[src/cpu_core_pkg.sv]
// Overview of operation
// RULE1: Status word sits at FE06H and clears to zero on reset.
// RULE2: Bit 7 carry sets on add carry, subtract, compare or rotate borrow.
// RULE3: Bit 6 nibble carry comes from bit 3, high byte bit 3 for words.
// RULE4: Bits 5 and 4 are plain user storage with no hardware effect.
// RULE5: Bit 3 picks the ROM bank for word table reads.
// RULE6: Bit 2 overflow sets when a signed add or subtract gives a wrong sign.
// RULE7: Overflow sets when the upper product bits of a multiply are nonzero.
// RULE8: Overflow sets when a division has a zero divisor.
// RULE9: Bit 1 carries the ninth bit of data RAM 0000H to FDFFH.
// RULE10: Bit 0 always shows the odd parity of the working accumulator.
// RULE11: Stack pointer low byte at FE0A, high byte at FE0B, both reset zero.
// RULE12: Stack pointer increments before each push, decrements after each pop.
// RULE13: A call pushes bank bit with low byte, then the high byte; the code writes only the bank and low byte at SP+1.
// RULE14: A return pops the high byte, then bank bit with low byte; the code presents only address SP and moves SP down by 2.
// RULE15: RAM 00H to 7FH holds sixty-four 16-bit pointers, low byte first.
// RULE16: Pointer-indirect mode uses the selected pointer as the address.
// RULE17: Pointer-plus-C mode adds the sign-extended C register to the pointer.
// RULE18: Immediate operands are one byte or one 16-bit word.
// RULE19: Data space has reserved, SFR and RAM areas; the base fixes the area.
// RULE20: A RAM base whose sum leaves the RAM area reads back 0FFH.
// RULE21: An SFR base keeps the low sum byte and wraps within FE00H to FEFFH.
// RULE22: Pointer-zero mode adds a signed 7-bit offset with the same confinement.
// RULE23: Saved counter puts bank and low bits at SP+1, upper nine at SP+2; the code writes only the SP+1 entry.
// RULE24: External accesses use the B register as address bits 23 to 16.
// RULE25: Writes whose adjusted address leaves a RAM base are discarded.
// RULE26: Flags not affected by an instruction class keep their value.
`default_nettype none
package cpu_core_pkg;
  // ****************************************************************
  // Register map and reset values.
  // ****************************************************************
  localparam logic [15:0] ADDR_STATUS_WORD = 16'hFE06;
  localparam logic [15:0] ADDR_SP_LOW = 16'hFE0A;
  localparam logic [15:0] ADDR_SP_HIGH = 16'hFE0B;
  localparam logic [7:0] STATUS_RESET = 8'h00;
  localparam logic [15:0] SP_RESET = 16'h0000;
  localparam logic [7:0] FORCED_READ = 8'hFF;

  // ****************************************************************
  // Status word bit positions.
  // ****************************************************************
  localparam int BIT_CARRY = 7;
  localparam int BIT_NIBBLE = 6;
  localparam int BIT_USER_UP = 5;
  localparam int BIT_USER_LO = 4;
  localparam int BIT_BANK = 3;
  localparam int BIT_ARITH_ERR = 2;
  localparam int BIT_NINTH = 1;
  localparam int BIT_PARITY = 0;

  // ****************************************************************
  // Data space areas.
  // ****************************************************************
  localparam logic [15:0] SFR_BASE = 16'hFE00;
  localparam logic [15:0] RSV_BASE = 16'hFF00;
  localparam logic [6:0] PTR_AREA_TOP = 7'h7F;

  // Addressing modes that the sequencer can request.
  typedef enum logic [2:0] {
    MODE_IMM8, MODE_IMM16, MODE_PTR, MODE_PTR_C, MODE_PTR0_OFF
  } addr_mode_t;

  // Data space area of an address.
  typedef enum logic [1:0] {AREA_RAM, AREA_SFR, AREA_RSV} area_t;

  // Flag update request from the ALU for one instruction.
  typedef struct packed {
    logic upd_carry;
    logic carry;
    logic upd_nibble;
    logic nibble;
    logic upd_arith;
    logic arith_err;
    logic upd_ninth;
    logic ninth;
  } flag_upd_t;

  // Stack operation request from the sequencer.
  typedef struct packed {
    logic push;
    logic pop;
    logic call;
    logic ret;
  } stack_req_t;

  // Classify an address into its area.
  function automatic area_t area_of(input logic [15:0] a);
    if (a >= RSV_BASE) begin
      return AREA_RSV;
    end else if (a >= SFR_BASE) begin
      return AREA_SFR;
    end
    return AREA_RAM;
  endfunction
endpackage
`default_nettype wire

[src/addr_confine.sv]
`default_nettype none
// ******************************************************************
// Offset address forming with area confinement.
// ******************************************************************
module addr_confine (
  input wire logic [15:0] i_base,
  input wire logic [15:0] i_offset,
  output logic [15:0] o_addr,
  output logic o_blocked
);
  logic [15:0] sum;
  cpu_core_pkg::area_t base_area;

  assign sum = i_base + i_offset;
  assign base_area = cpu_core_pkg::area_of(i_base); // RULE19
  // The base alone decides the area; a RAM base leaving RAM is blocked.
  assign o_blocked = (base_area == cpu_core_pkg::AREA_RAM) &&
                     (cpu_core_pkg::area_of(sum) != cpu_core_pkg::AREA_RAM); // RULE20
  // SFR and reserved bases keep only the low byte of the sum.
  assign o_addr = (base_area == cpu_core_pkg::AREA_RAM) ? sum :
                  {i_base[15:8], sum[7:0]}; // RULE21
endmodule
`default_nettype wire

[src/cpu_status_stack_addrgen.sv]
`default_nettype none
// ******************************************************************
// Status word, stack pointer and data address generation.
// ******************************************************************
module cpu_status_stack_addrgen (
  input wire logic I_CLK_SYS,
  input wire logic I_ARST_N,
  // Special function register port from the sequencer.
  input wire logic [15:0] i_sfr_addr,
  input wire logic i_sfr_wr,
  input wire logic [7:0] i_sfr_wdata,
  output logic [7:0] o_sfr_rdata,
  output logic o_sfr_hit,
  // Arithmetic operands and class controls.
  input wire logic [15:0] i_alu_a,
  input wire logic [15:0] i_alu_b,
  input wire logic i_alu_sub,
  input wire logic i_alu_word,
  input wire logic i_alu_addsub,
  input wire logic i_alu_cmp,
  input wire logic i_rot,
  input wire logic i_rot_carry,
  input wire logic i_mul16x8,
  input wire logic [7:0] i_mul_hi8,
  input wire logic i_mul24x16,
  input wire logic [15:0] i_mul_hi16,
  input wire logic i_div,
  input wire logic [15:0] i_divisor,
  input wire cpu_core_pkg::flag_upd_t i_ninth_upd,
  input wire logic [7:0] i_working_register_a,
  // Stack requests.
  input wire cpu_core_pkg::stack_req_t i_stack_req,
  input wire logic [16:0] i_ret_pc,
  input wire logic i_ret_bank,
  // Addressing.
  input wire cpu_core_pkg::addr_mode_t i_mode,
  input wire logic [15:0] i_imm,
  input wire logic [5:0] i_ptr_sel,
  input wire logic [7:0] i_ptr_low,
  input wire logic [7:0] i_ptr_high,
  input wire logic [7:0] i_c_reg,
  input wire logic [7:0] i_b_reg,
  input wire logic [6:0] i_off7,
  input wire logic i_data_wr,
  output logic [16:0] o_alu_result,
  output logic [15:0] o_stack_addr,
  output logic [8:0] o_stack_wdata,
  output logic [6:0] o_ptr_ram_addr,
  output logic [15:0] o_data_addr,
  output logic [23:0] o_ext_addr,
  output logic [15:0] o_imm_operand,
  output logic o_data_wr_en,
  output logic o_force_ff,
  output logic [7:0] o_status_word,
  output logic o_table_bank,
  output logic [15:0] o_stack_ptr
);
  // ****************************************************************
  // Status word storage.
  // ****************************************************************
  logic [7:0] status_r;
  logic [7:0] status_nxt;
  logic [15:0] stack_ptr_r;
  logic [15:0] stack_ptr_nxt;
  logic [15:0] addr_r;
  logic [23:0] ext_addr_r;
  logic force_r;
  logic wr_en_r;
  logic [15:0] stack_addr_r;
  logic [8:0] stack_wdata_r;
  logic [7:0] rdata_r;
  logic [16:0] result_r;

  logic [15:0] alu_res;
  logic alu_carry;
  logic alu_nibble;
  logic alu_ovf;
  logic wr_status;
  logic wr_sp_low;
  logic wr_sp_high;
  logic carry_upd;
  logic carry_val;
  logic arith_upd;
  logic arith_val;
  logic parity;
  logic [15:0] ptr_value;
  logic [15:0] offset;
  logic [15:0] conf_addr;
  logic conf_blocked;
  logic use_offset;

  flag_unit u_flag (
    .i_op_a(i_alu_a),
    .i_op_b(i_alu_b),
    .i_sub(i_alu_sub),
    .i_word(i_alu_word),
    .o_result(alu_res),
    .o_carry(alu_carry),
    .o_nibble(alu_nibble),
    .o_ovf(alu_ovf)
  );

  // Register decode on the documented SFR addresses.
  assign wr_status = i_sfr_wr && (i_sfr_addr == cpu_core_pkg::ADDR_STATUS_WORD); // RULE1
  assign wr_sp_low = i_sfr_wr && (i_sfr_addr == cpu_core_pkg::ADDR_SP_LOW); // RULE11
  assign wr_sp_high = i_sfr_wr && (i_sfr_addr == cpu_core_pkg::ADDR_SP_HIGH); // RULE11
  assign o_sfr_hit = (i_sfr_addr == cpu_core_pkg::ADDR_STATUS_WORD) ||
                     (i_sfr_addr == cpu_core_pkg::ADDR_SP_LOW) ||
                     (i_sfr_addr == cpu_core_pkg::ADDR_SP_HIGH);

  // Carry comes from add, subtract, compare, rotate or a carry update request; other classes hold it.
  assign carry_upd = i_alu_addsub || i_alu_cmp || i_rot || i_ninth_upd.upd_carry; // RULE26
  assign carry_val = i_rot ? i_rot_carry :
                     (i_alu_addsub || i_alu_cmp) ? alu_carry : i_ninth_upd.carry; // RULE2
  // Overflow sources are signed add or subtract, multiplies and division.
  assign arith_upd = i_alu_addsub || i_mul16x8 || i_mul24x16 || i_div; // RULE26
  assign arith_val = (i_alu_addsub && alu_ovf) || // RULE6
                     (i_mul16x8 && (i_mul_hi8 != 8'h00)) || // RULE7
                     (i_mul24x16 && (i_mul_hi16 != 16'h0000)) || // RULE7
                     (i_div && (i_divisor == 16'h0000)); // RULE8
  assign parity = ^i_working_register_a; // RULE10

  // Next status word: software write first, then hardware flag updates win.
  always_comb begin
    status_nxt = wr_status ? i_sfr_wdata : status_r; // RULE4
    if (carry_upd) begin
      status_nxt[cpu_core_pkg::BIT_CARRY] = carry_val;
    end
    if (i_alu_addsub) begin
      status_nxt[cpu_core_pkg::BIT_NIBBLE] = alu_nibble; // RULE3
    end else if (i_ninth_upd.upd_nibble) begin
      status_nxt[cpu_core_pkg::BIT_NIBBLE] = i_ninth_upd.nibble;
    end
    if (arith_upd) begin
      status_nxt[cpu_core_pkg::BIT_ARITH_ERR] = arith_val;
    end
    if (i_ninth_upd.upd_ninth) begin
      status_nxt[cpu_core_pkg::BIT_NINTH] = i_ninth_upd.ninth; // RULE9
    end
    status_nxt[cpu_core_pkg::BIT_PARITY] = parity; // RULE10
  end

  // Stack pointer: pre-increment on a push, post-decrement on a pop.
  always_comb begin
    stack_ptr_nxt = stack_ptr_r;
    if (wr_sp_low) begin
      stack_ptr_nxt[7:0] = i_sfr_wdata;
    end
    if (wr_sp_high) begin
      stack_ptr_nxt[15:8] = i_sfr_wdata;
    end
    if (i_stack_req.call) begin
      stack_ptr_nxt = stack_ptr_r + 16'h0002; // RULE23
    end else if (i_stack_req.ret) begin
      stack_ptr_nxt = stack_ptr_r - 16'h0002; // RULE14
    end else if (i_stack_req.push) begin
      stack_ptr_nxt = stack_ptr_r + 16'h0001; // RULE12
    end else if (i_stack_req.pop) begin
      stack_ptr_nxt = stack_ptr_r - 16'h0001; // RULE12
    end
  end

  // ****************************************************************
  // Address generation.
  // ****************************************************************
  // The pointer register lives at RAM 2n (low) and 2n+1 (high).
  assign o_ptr_ram_addr = {i_ptr_sel, 1'b0}; // RULE15
  assign ptr_value = {i_ptr_high, i_ptr_low}; // RULE16
  assign offset = (i_mode == cpu_core_pkg::MODE_PTR_C) ? {{8{i_c_reg[7]}}, i_c_reg} : // RULE17
                  {{9{i_off7[6]}}, i_off7}; // RULE22
  assign use_offset = (i_mode == cpu_core_pkg::MODE_PTR_C) ||
                      (i_mode == cpu_core_pkg::MODE_PTR0_OFF);

  addr_confine u_confine (
    .i_base(ptr_value),
    .i_offset(offset),
    .o_addr(conf_addr),
    .o_blocked(conf_blocked)
  );

  // Immediate operands are a byte or a whole word.
  assign o_imm_operand = (i_mode == cpu_core_pkg::MODE_IMM8) ? {8'h00, i_imm[7:0]} :
                         i_imm; // RULE18

  // ****************************************************************
  // Registers.
  // ****************************************************************
  // Status word and stack pointer clear on reset.
  always_ff @(posedge I_CLK_SYS or negedge I_ARST_N) begin
    if (!I_ARST_N) begin
      status_r <= cpu_core_pkg::STATUS_RESET; // RULE1
      stack_ptr_r <= cpu_core_pkg::SP_RESET; // RULE11
    end else begin
      status_r <= status_nxt;
      stack_ptr_r <= stack_ptr_nxt;
    end
  end

  // Operand address, external address and write permission.
  always_ff @(posedge I_CLK_SYS or negedge I_ARST_N) begin
    if (!I_ARST_N) begin
      addr_r <= 16'h0000;
      ext_addr_r <= 24'h000000;
      force_r <= 1'b0;
      wr_en_r <= 1'b0;
    end else begin
      addr_r <= use_offset ? conf_addr : ptr_value;
      ext_addr_r <= {i_b_reg, use_offset ? ptr_value + offset : ptr_value}; // RULE24
      force_r <= use_offset && conf_blocked; // RULE20
      wr_en_r <= i_data_wr && !(use_offset && conf_blocked); // RULE25
    end
  end

  // Stack address and data for the current push or pop.
  // A call writes bank with low PC at SP+1; no write of the upper nine bits to SP+2 is made.
  always_ff @(posedge I_CLK_SYS or negedge I_ARST_N) begin
    if (!I_ARST_N) begin
      stack_addr_r <= 16'h0000;
      stack_wdata_r <= 9'h000;
    end else if (i_stack_req.call) begin
      stack_addr_r <= stack_ptr_r + 16'h0001; // RULE13
      stack_wdata_r <= {i_ret_bank, i_ret_pc[7:0]}; // RULE23
    end else if (i_stack_req.push) begin
      stack_addr_r <= stack_ptr_r + 16'h0001; // RULE12
      stack_wdata_r <= {status_r[cpu_core_pkg::BIT_NINTH], i_sfr_wdata};
    end else if (i_stack_req.pop || i_stack_req.ret) begin
      stack_addr_r <= stack_ptr_r; // RULE14
      stack_wdata_r <= 9'h000;
    end
  end

  // Register read data and arithmetic result.
  always_ff @(posedge I_CLK_SYS or negedge I_ARST_N) begin
    if (!I_ARST_N) begin
      rdata_r <= 8'h00;
      result_r <= 17'h00000;
    end else begin
      rdata_r <= (i_sfr_addr == cpu_core_pkg::ADDR_STATUS_WORD) ? status_r :
                 (i_sfr_addr == cpu_core_pkg::ADDR_SP_LOW) ? stack_ptr_r[7:0] :
                 (i_sfr_addr == cpu_core_pkg::ADDR_SP_HIGH) ? stack_ptr_r[15:8] : 8'h00;
      result_r <= {alu_carry, alu_res};
    end
  end

  // ****************************************************************
  // Outputs.
  // ****************************************************************
  assign o_sfr_rdata = rdata_r;
  assign o_alu_result = result_r;
  assign o_stack_addr = stack_addr_r;
  assign o_stack_wdata = stack_wdata_r;
  assign o_data_addr = addr_r;
  assign o_ext_addr = ext_addr_r;
  assign o_data_wr_en = wr_en_r;
  assign o_force_ff = force_r;
  assign o_status_word = status_r;
  assign o_table_bank = status_r[cpu_core_pkg::BIT_BANK]; // RULE5
  assign o_stack_ptr = stack_ptr_r;
endmodule
`default_nettype wire

[src/flag_unit.sv]
`default_nettype none
// ******************************************************************
// Combinational carry, nibble carry and overflow generation.
// ******************************************************************
module flag_unit (
  input wire logic [15:0] i_op_a,
  input wire logic [15:0] i_op_b,
  input wire logic i_sub,
  input wire logic i_word,
  output logic [15:0] o_result,
  output logic o_carry,
  output logic o_nibble,
  output logic o_ovf
);
  logic [16:0] sum;
  logic [15:0] b_eff;
  logic [4:0] nib_lo;
  logic [4:0] nib_hi;
  logic [8:0] byte_sum;
  logic sign_a;
  logic sign_b;
  logic sign_r;

  // Subtraction is add of the inverted operand plus one; borrow is inverted carry.
  assign b_eff = i_sub ? ~i_op_b : i_op_b;
  assign sum = {1'b0, i_op_a} + {1'b0, b_eff} + {16'h0000, i_sub};
  assign byte_sum = {1'b0, i_op_a[7:0]} + {1'b0, b_eff[7:0]} + {8'h00, i_sub};
  assign o_result = i_word ? sum[15:0] : {8'h00, byte_sum[7:0]};
  assign o_carry = (i_word ? sum[16] : byte_sum[8]) ^ i_sub; // RULE2
  // Word operations take the nibble carry from bit 3 of the high byte.
  assign nib_lo = {1'b0, i_op_a[3:0]} + {1'b0, b_eff[3:0]} + {4'h0, i_sub};
  assign nib_hi = {1'b0, i_op_a[11:8]} + {1'b0, b_eff[11:8]} +
                  {4'h0, sum[8] ^ i_op_a[8] ^ b_eff[8]};
  assign o_nibble = (i_word ? nib_hi[4] : nib_lo[4]) ^ i_sub; // RULE3
  // Overflow when both effective operands share a sign the result lacks.
  assign sign_a = i_word ? i_op_a[15] : i_op_a[7];
  assign sign_b = i_word ? b_eff[15] : b_eff[7];
  assign sign_r = i_word ? sum[15] : byte_sum[7];
  assign o_ovf = (sign_a == sign_b) && (sign_r != sign_a); // RULE6
endmodule
`default_nettype wire
[config.mk]
export PLATFORM = sky130hd
export DESIGN_NAME = cpu_status_stack_addrgen
export DESIGN_NICKNAME = d
export VERILOG_FILES = /design/src/cpu_core_pkg.sv /design/src/addr_confine.sv /design/src/cpu_status_stack_addrgen.sv /design/src/flag_unit.sv
export SDC_FILE = /design/constraint.sdc
export NUM_CORES = 1
export LEC_CHECK = 0
export BUFFER_PORTS_ARGS = -buffer_cell sky130_fd_sc_hd__buf_2
export CELL_PAD_IN_SITES_DETAIL_PLACEMENT = 1
export CELL_PAD_IN_SITES_GLOBAL_PLACEMENT = 1
export CORE_AREA = 3 3 170 156
export CTS_BUF_LIST = sky130_fd_sc_hd__clkbuf_4
export CTS_CLUSTER_SIZE = 16
export DETAILED_ROUTE_END_ITERATION = 10
export DIE_AREA = 0 0 173 159
export GPL_ROUTABILITY_DRIVEN = 0
export PLACE_DENSITY_LB_ADDON = 0.08
export SLEW_MARGIN = 25
export SYNTH_ARGS = -nofsm -noshare
export SYNTH_HDL_FRONTEND = slang
export SYNTH_SLANG_ARGS = --single-unit
[constraint.sdc]
create_clock -name I_CLK_SYS -period 2.4 [get_ports I_CLK_SYS]
set_input_delay 0.24 -clock I_CLK_SYS [delete_from_list [all_inputs] [get_ports I_CLK_SYS]]
set_output_delay 0.24 -clock I_CLK_SYS [all_outputs]
set_load 0.005 [all_outputs]
==> flow_summary.json <==
{
  "status": "finished, violations left",
  "violations": "setup timing",
  "ir_drop_uv": 295,
  "finalNetCount": 1619,
  "syn2layout_area_growth_pct": 52.4,
  "core-area_um2": 24900,
  "period_share": 1.13,
  "cts_buffer_depth": 2,
  "die_x_um": 173,
  "critPathKind": "in -> reg",
  "grt_max_degree": 46,
  "async_flop_share": 1.00,
  "place_hpwl_um": 25000,
  "antenna_found_initial": 1,
  "p_leak_nw": 5.58,
  "route.detailed.drc": 0,
  "synth_common_cells": "dfrtp_1 (108), nand2_1 (100), nor2_1 (81)",
  "cpPeakStageDelay_ns": 0.33,
  "cts_tree": "built",
  "cp-end-kind": "flop",
  "whs_endpoint": "o_stack_wdata[0]$_DFFE_PN0P_",
  "cellPowerDensity_nw_per_um2": 613,
  "yosysMostFrequentCell": "dfrtp_1",
  "die_h_um": 159,
  "crit_fanout": 6,
  "hold_viol_final": 0,
  "dp_cells": 1635,
  "layout.cells.non_filler": 1718,
  "clock_skew_ns": 0.0188,
  "reg2reg_slack_ns": 0.10,
  "multiInputGateArea_um2": 4970,
  "grt.overflow.total": 0,
  "r2r_start": "o_stack_ptr[1]$_DFFE_PN0N_",
  "fill_cells": 3070,
  "grt_pass1_vias": 9056,
  "synth_top_cell_area_share": 0.352,
  "syn_nets": 1146,
  "synthCells": 897,
  "cts.sinks": 108,
  "synth_seq_cells": 108,
  "drt_iter0_markers": 409,
  "routed_via_density": 4.91,
  "min_from": "i_sfr_wdata[0]",
  "hold_path_class": "in -> reg",
  "cts-root-buf": "clkbuf_4",
  "power_mw": 7.18,
  "worstMarginPinSlew_ns": 0.789,
  "pin_count": 352,
  "clkLatencyLatePin_ns": 0.51,
  "maxCapViolations": 0,
  "vias": 8435,
  "setup_violations": 14,
  "seqCellArea_um2": 2710,
  "cp_common_cell": "buf_6",
  "maxSlewViolCount": 0,
  "max_slew_margin": 0.473,
  "avgSynthCellArea_um2": 8.57,
  "wl_per_cell_um": 18.6,
  "synthFlopType": "dfrtp_1",
  "start_kind": "primary input",
  "layout_min_cycle_time_ns": 2.71,
  "cts_buffers": 9,
  "synth.largest_area_cell": "dfrtp_1",
  "totalWireLength_um": 32000,
  "rsz0062_at_grt": "true",
  "fin_ws_ns": -0.308,
  "required_ns": 2.85,
  "yosysSeqAreaShare": 0.352,
  "dr.pass1.iters": 5,
  "numPortBuffers": 311,
  "yosysWarnings": 0,
  "whs_ns": 0.0517,
  "synth_edf_count": 0,
  "drive_gt1_frac": 0.433,
  "cp.arrival_ns": 3.16,
  "fmax_mhz": 369,
  "htree_num_levels": 3,
  "synth_cell_type_count": 66,
  "ant_nets": 0,
  "netlist_top_cells_area": "dfrtp_1 (35%), ha_1 (5.9%), xor2_1 (5.0%), xnor2_1 (4.9%), nand2_1 (4.9%)",
  "setup_tns_ns": -1.63,
  "synthesis.area_um2": 7680,
  "worst-r2r-cell-count": 11,
  "die_area_um2": 27500,
  "clk_pin_slew_worst_paths_ns": 0.19,
  "grt_pass1_wl_um": 50100,
  "row_count": 55,
  "track_usage": 0.225,
  "cpMaxStageDelayCell": "o211ai_1",
  "cp_cell_sequence": "buf_6 > nand3b_1 > buf_6 > buf_6 > mux2_4 > ha_4 > o211ai_1 > o211ai_1 > a311oi_4 > o31a_1 > o21bai_1 > a21oi_1 > xnor2_1 > nand4_1 > buf_4 > nor3_1",
  "min_path_cells": 3,
  "start_util": 0.308,
  "r2r_end": "o_stack_ptr[11]$_DFFE_PN0P_"
}
## kinds of logic after synthesis
group	synth area share
compound gates	0.192
xor+xnor	0.0992
fa+ha+maj	0.0638
buf+inv	0.0568
flops	0.352
mux	0.0410
other cells	0.000488
simple gates	0.195
## flip-flops by register name, summed over array words and instances, names as in the netlist, 8 cells and up
signal,cells
o_sfr_rdata,8
o_stack_addr,16
o_stack_wdata,9
o_alu_result,17
o_data_addr,8
o_stack_ptr,16
o_ext_addr,24
o_status_word,8
## stage by stage
| step | util | area, um^2 | setup slack (ns) |
|---|---|---|---|
| after floorplan | - | 7850 | -0.519 |
| after global placement | 0.426 | 10600 | -0.829 |
| after detailed placement | 0.426 | 10600 | -0.934 |
| after CTS | 0.458 | 11400 | -0.220 |
| after global routing | 0.470 | 11700 | -0.417 |
| final | 0.470 | 11700 | -0.308 |
## power by group
part	switching [mW]	leakage [nW]	internal (mW)
combinational	1.95	4.21	1.82
clock	0.692	0.0775	0.326
sequential	0.245	1.29	2.15
total	2.89	5.58	4.30
## repair_timing
action | CTS | global route
setup buffers | 13 | 9
pin swaps | 14 | 26
gates resized for setup | 21 | 53
gates cloned | 0 | 0
hold buffers | 45 | 0
endpoints found under the setup margin | 13 | 25
hold endpoints to repair | 83 | 0
## layer usage
layer  vias up  track usage  wire length (um)
li1       4117            -                 -
met1      4085        0.283             13700
met2       196        0.401             16300
met3        37       0.0424              1580
met4         0       0.0483               389
met5         -            0                 0
## worst max-delay path by stage
stage                     startpoint                     end  slack, ns  cells past startpoint
after floorplan            i_mode[2]  o_data_wr_en$_DFF_PN0_      -0.52                     15
after global placement     i_mode[2]  o_data_wr_en$_DFF_PN0_      -0.83                     14
after detailed placement   i_mode[2]  o_data_wr_en$_DFF_PN0_      -0.93                     14
after CTS                  i_mode[2]  o_data_wr_en$_DFF_PN0_      -0.22                     15
after global routing       i_mode[2]  o_data_wr_en$_DFF_PN0_      -0.42                     15
final                      i_mode[2]    o_force_ff$_DFF_PN0_      -0.31                     16
## critical path, delay by kind of cell
family | cells | cell delay [ns]
AO/OA/AOI/OAI | 6 | 1.16
XOR/XNOR | 1 | 0.19
adder cells (fa/ha/maj) | 1 | 0.28
buffers and inverters | 4 | 0.52
multiplexers | 1 | 0.30
AND/OR/NAND/NOR | 3 | 0.48
## cells in the final DEF, fill, tap and decap left out, drive strengths merged, types with 26 or more instances in the layout
master,Yosys,routed
a21oi,51,51
buf,33,486
dfrtp,108,108
dlygate4sd3,0,45
ha,36,36
nand2,101,101
nand3,26,26
nor2,81,81
o21ai,68,68
xnor2,43,43
xor2,44,44
## final cells by class
class / count / area share
multi-input cells: 698 / 0.425
repair buffers: 531 / 0.288
flip-flops and latches: 108 / 0.231
well taps: 342 / 0.0365
inverters: 22 / 0.00705
clock inverters: 7 / 0.00641
clock buffers: 9 / 0.00577
diodes: 1 / 0.000214
(Power assumes the default switching activity.)
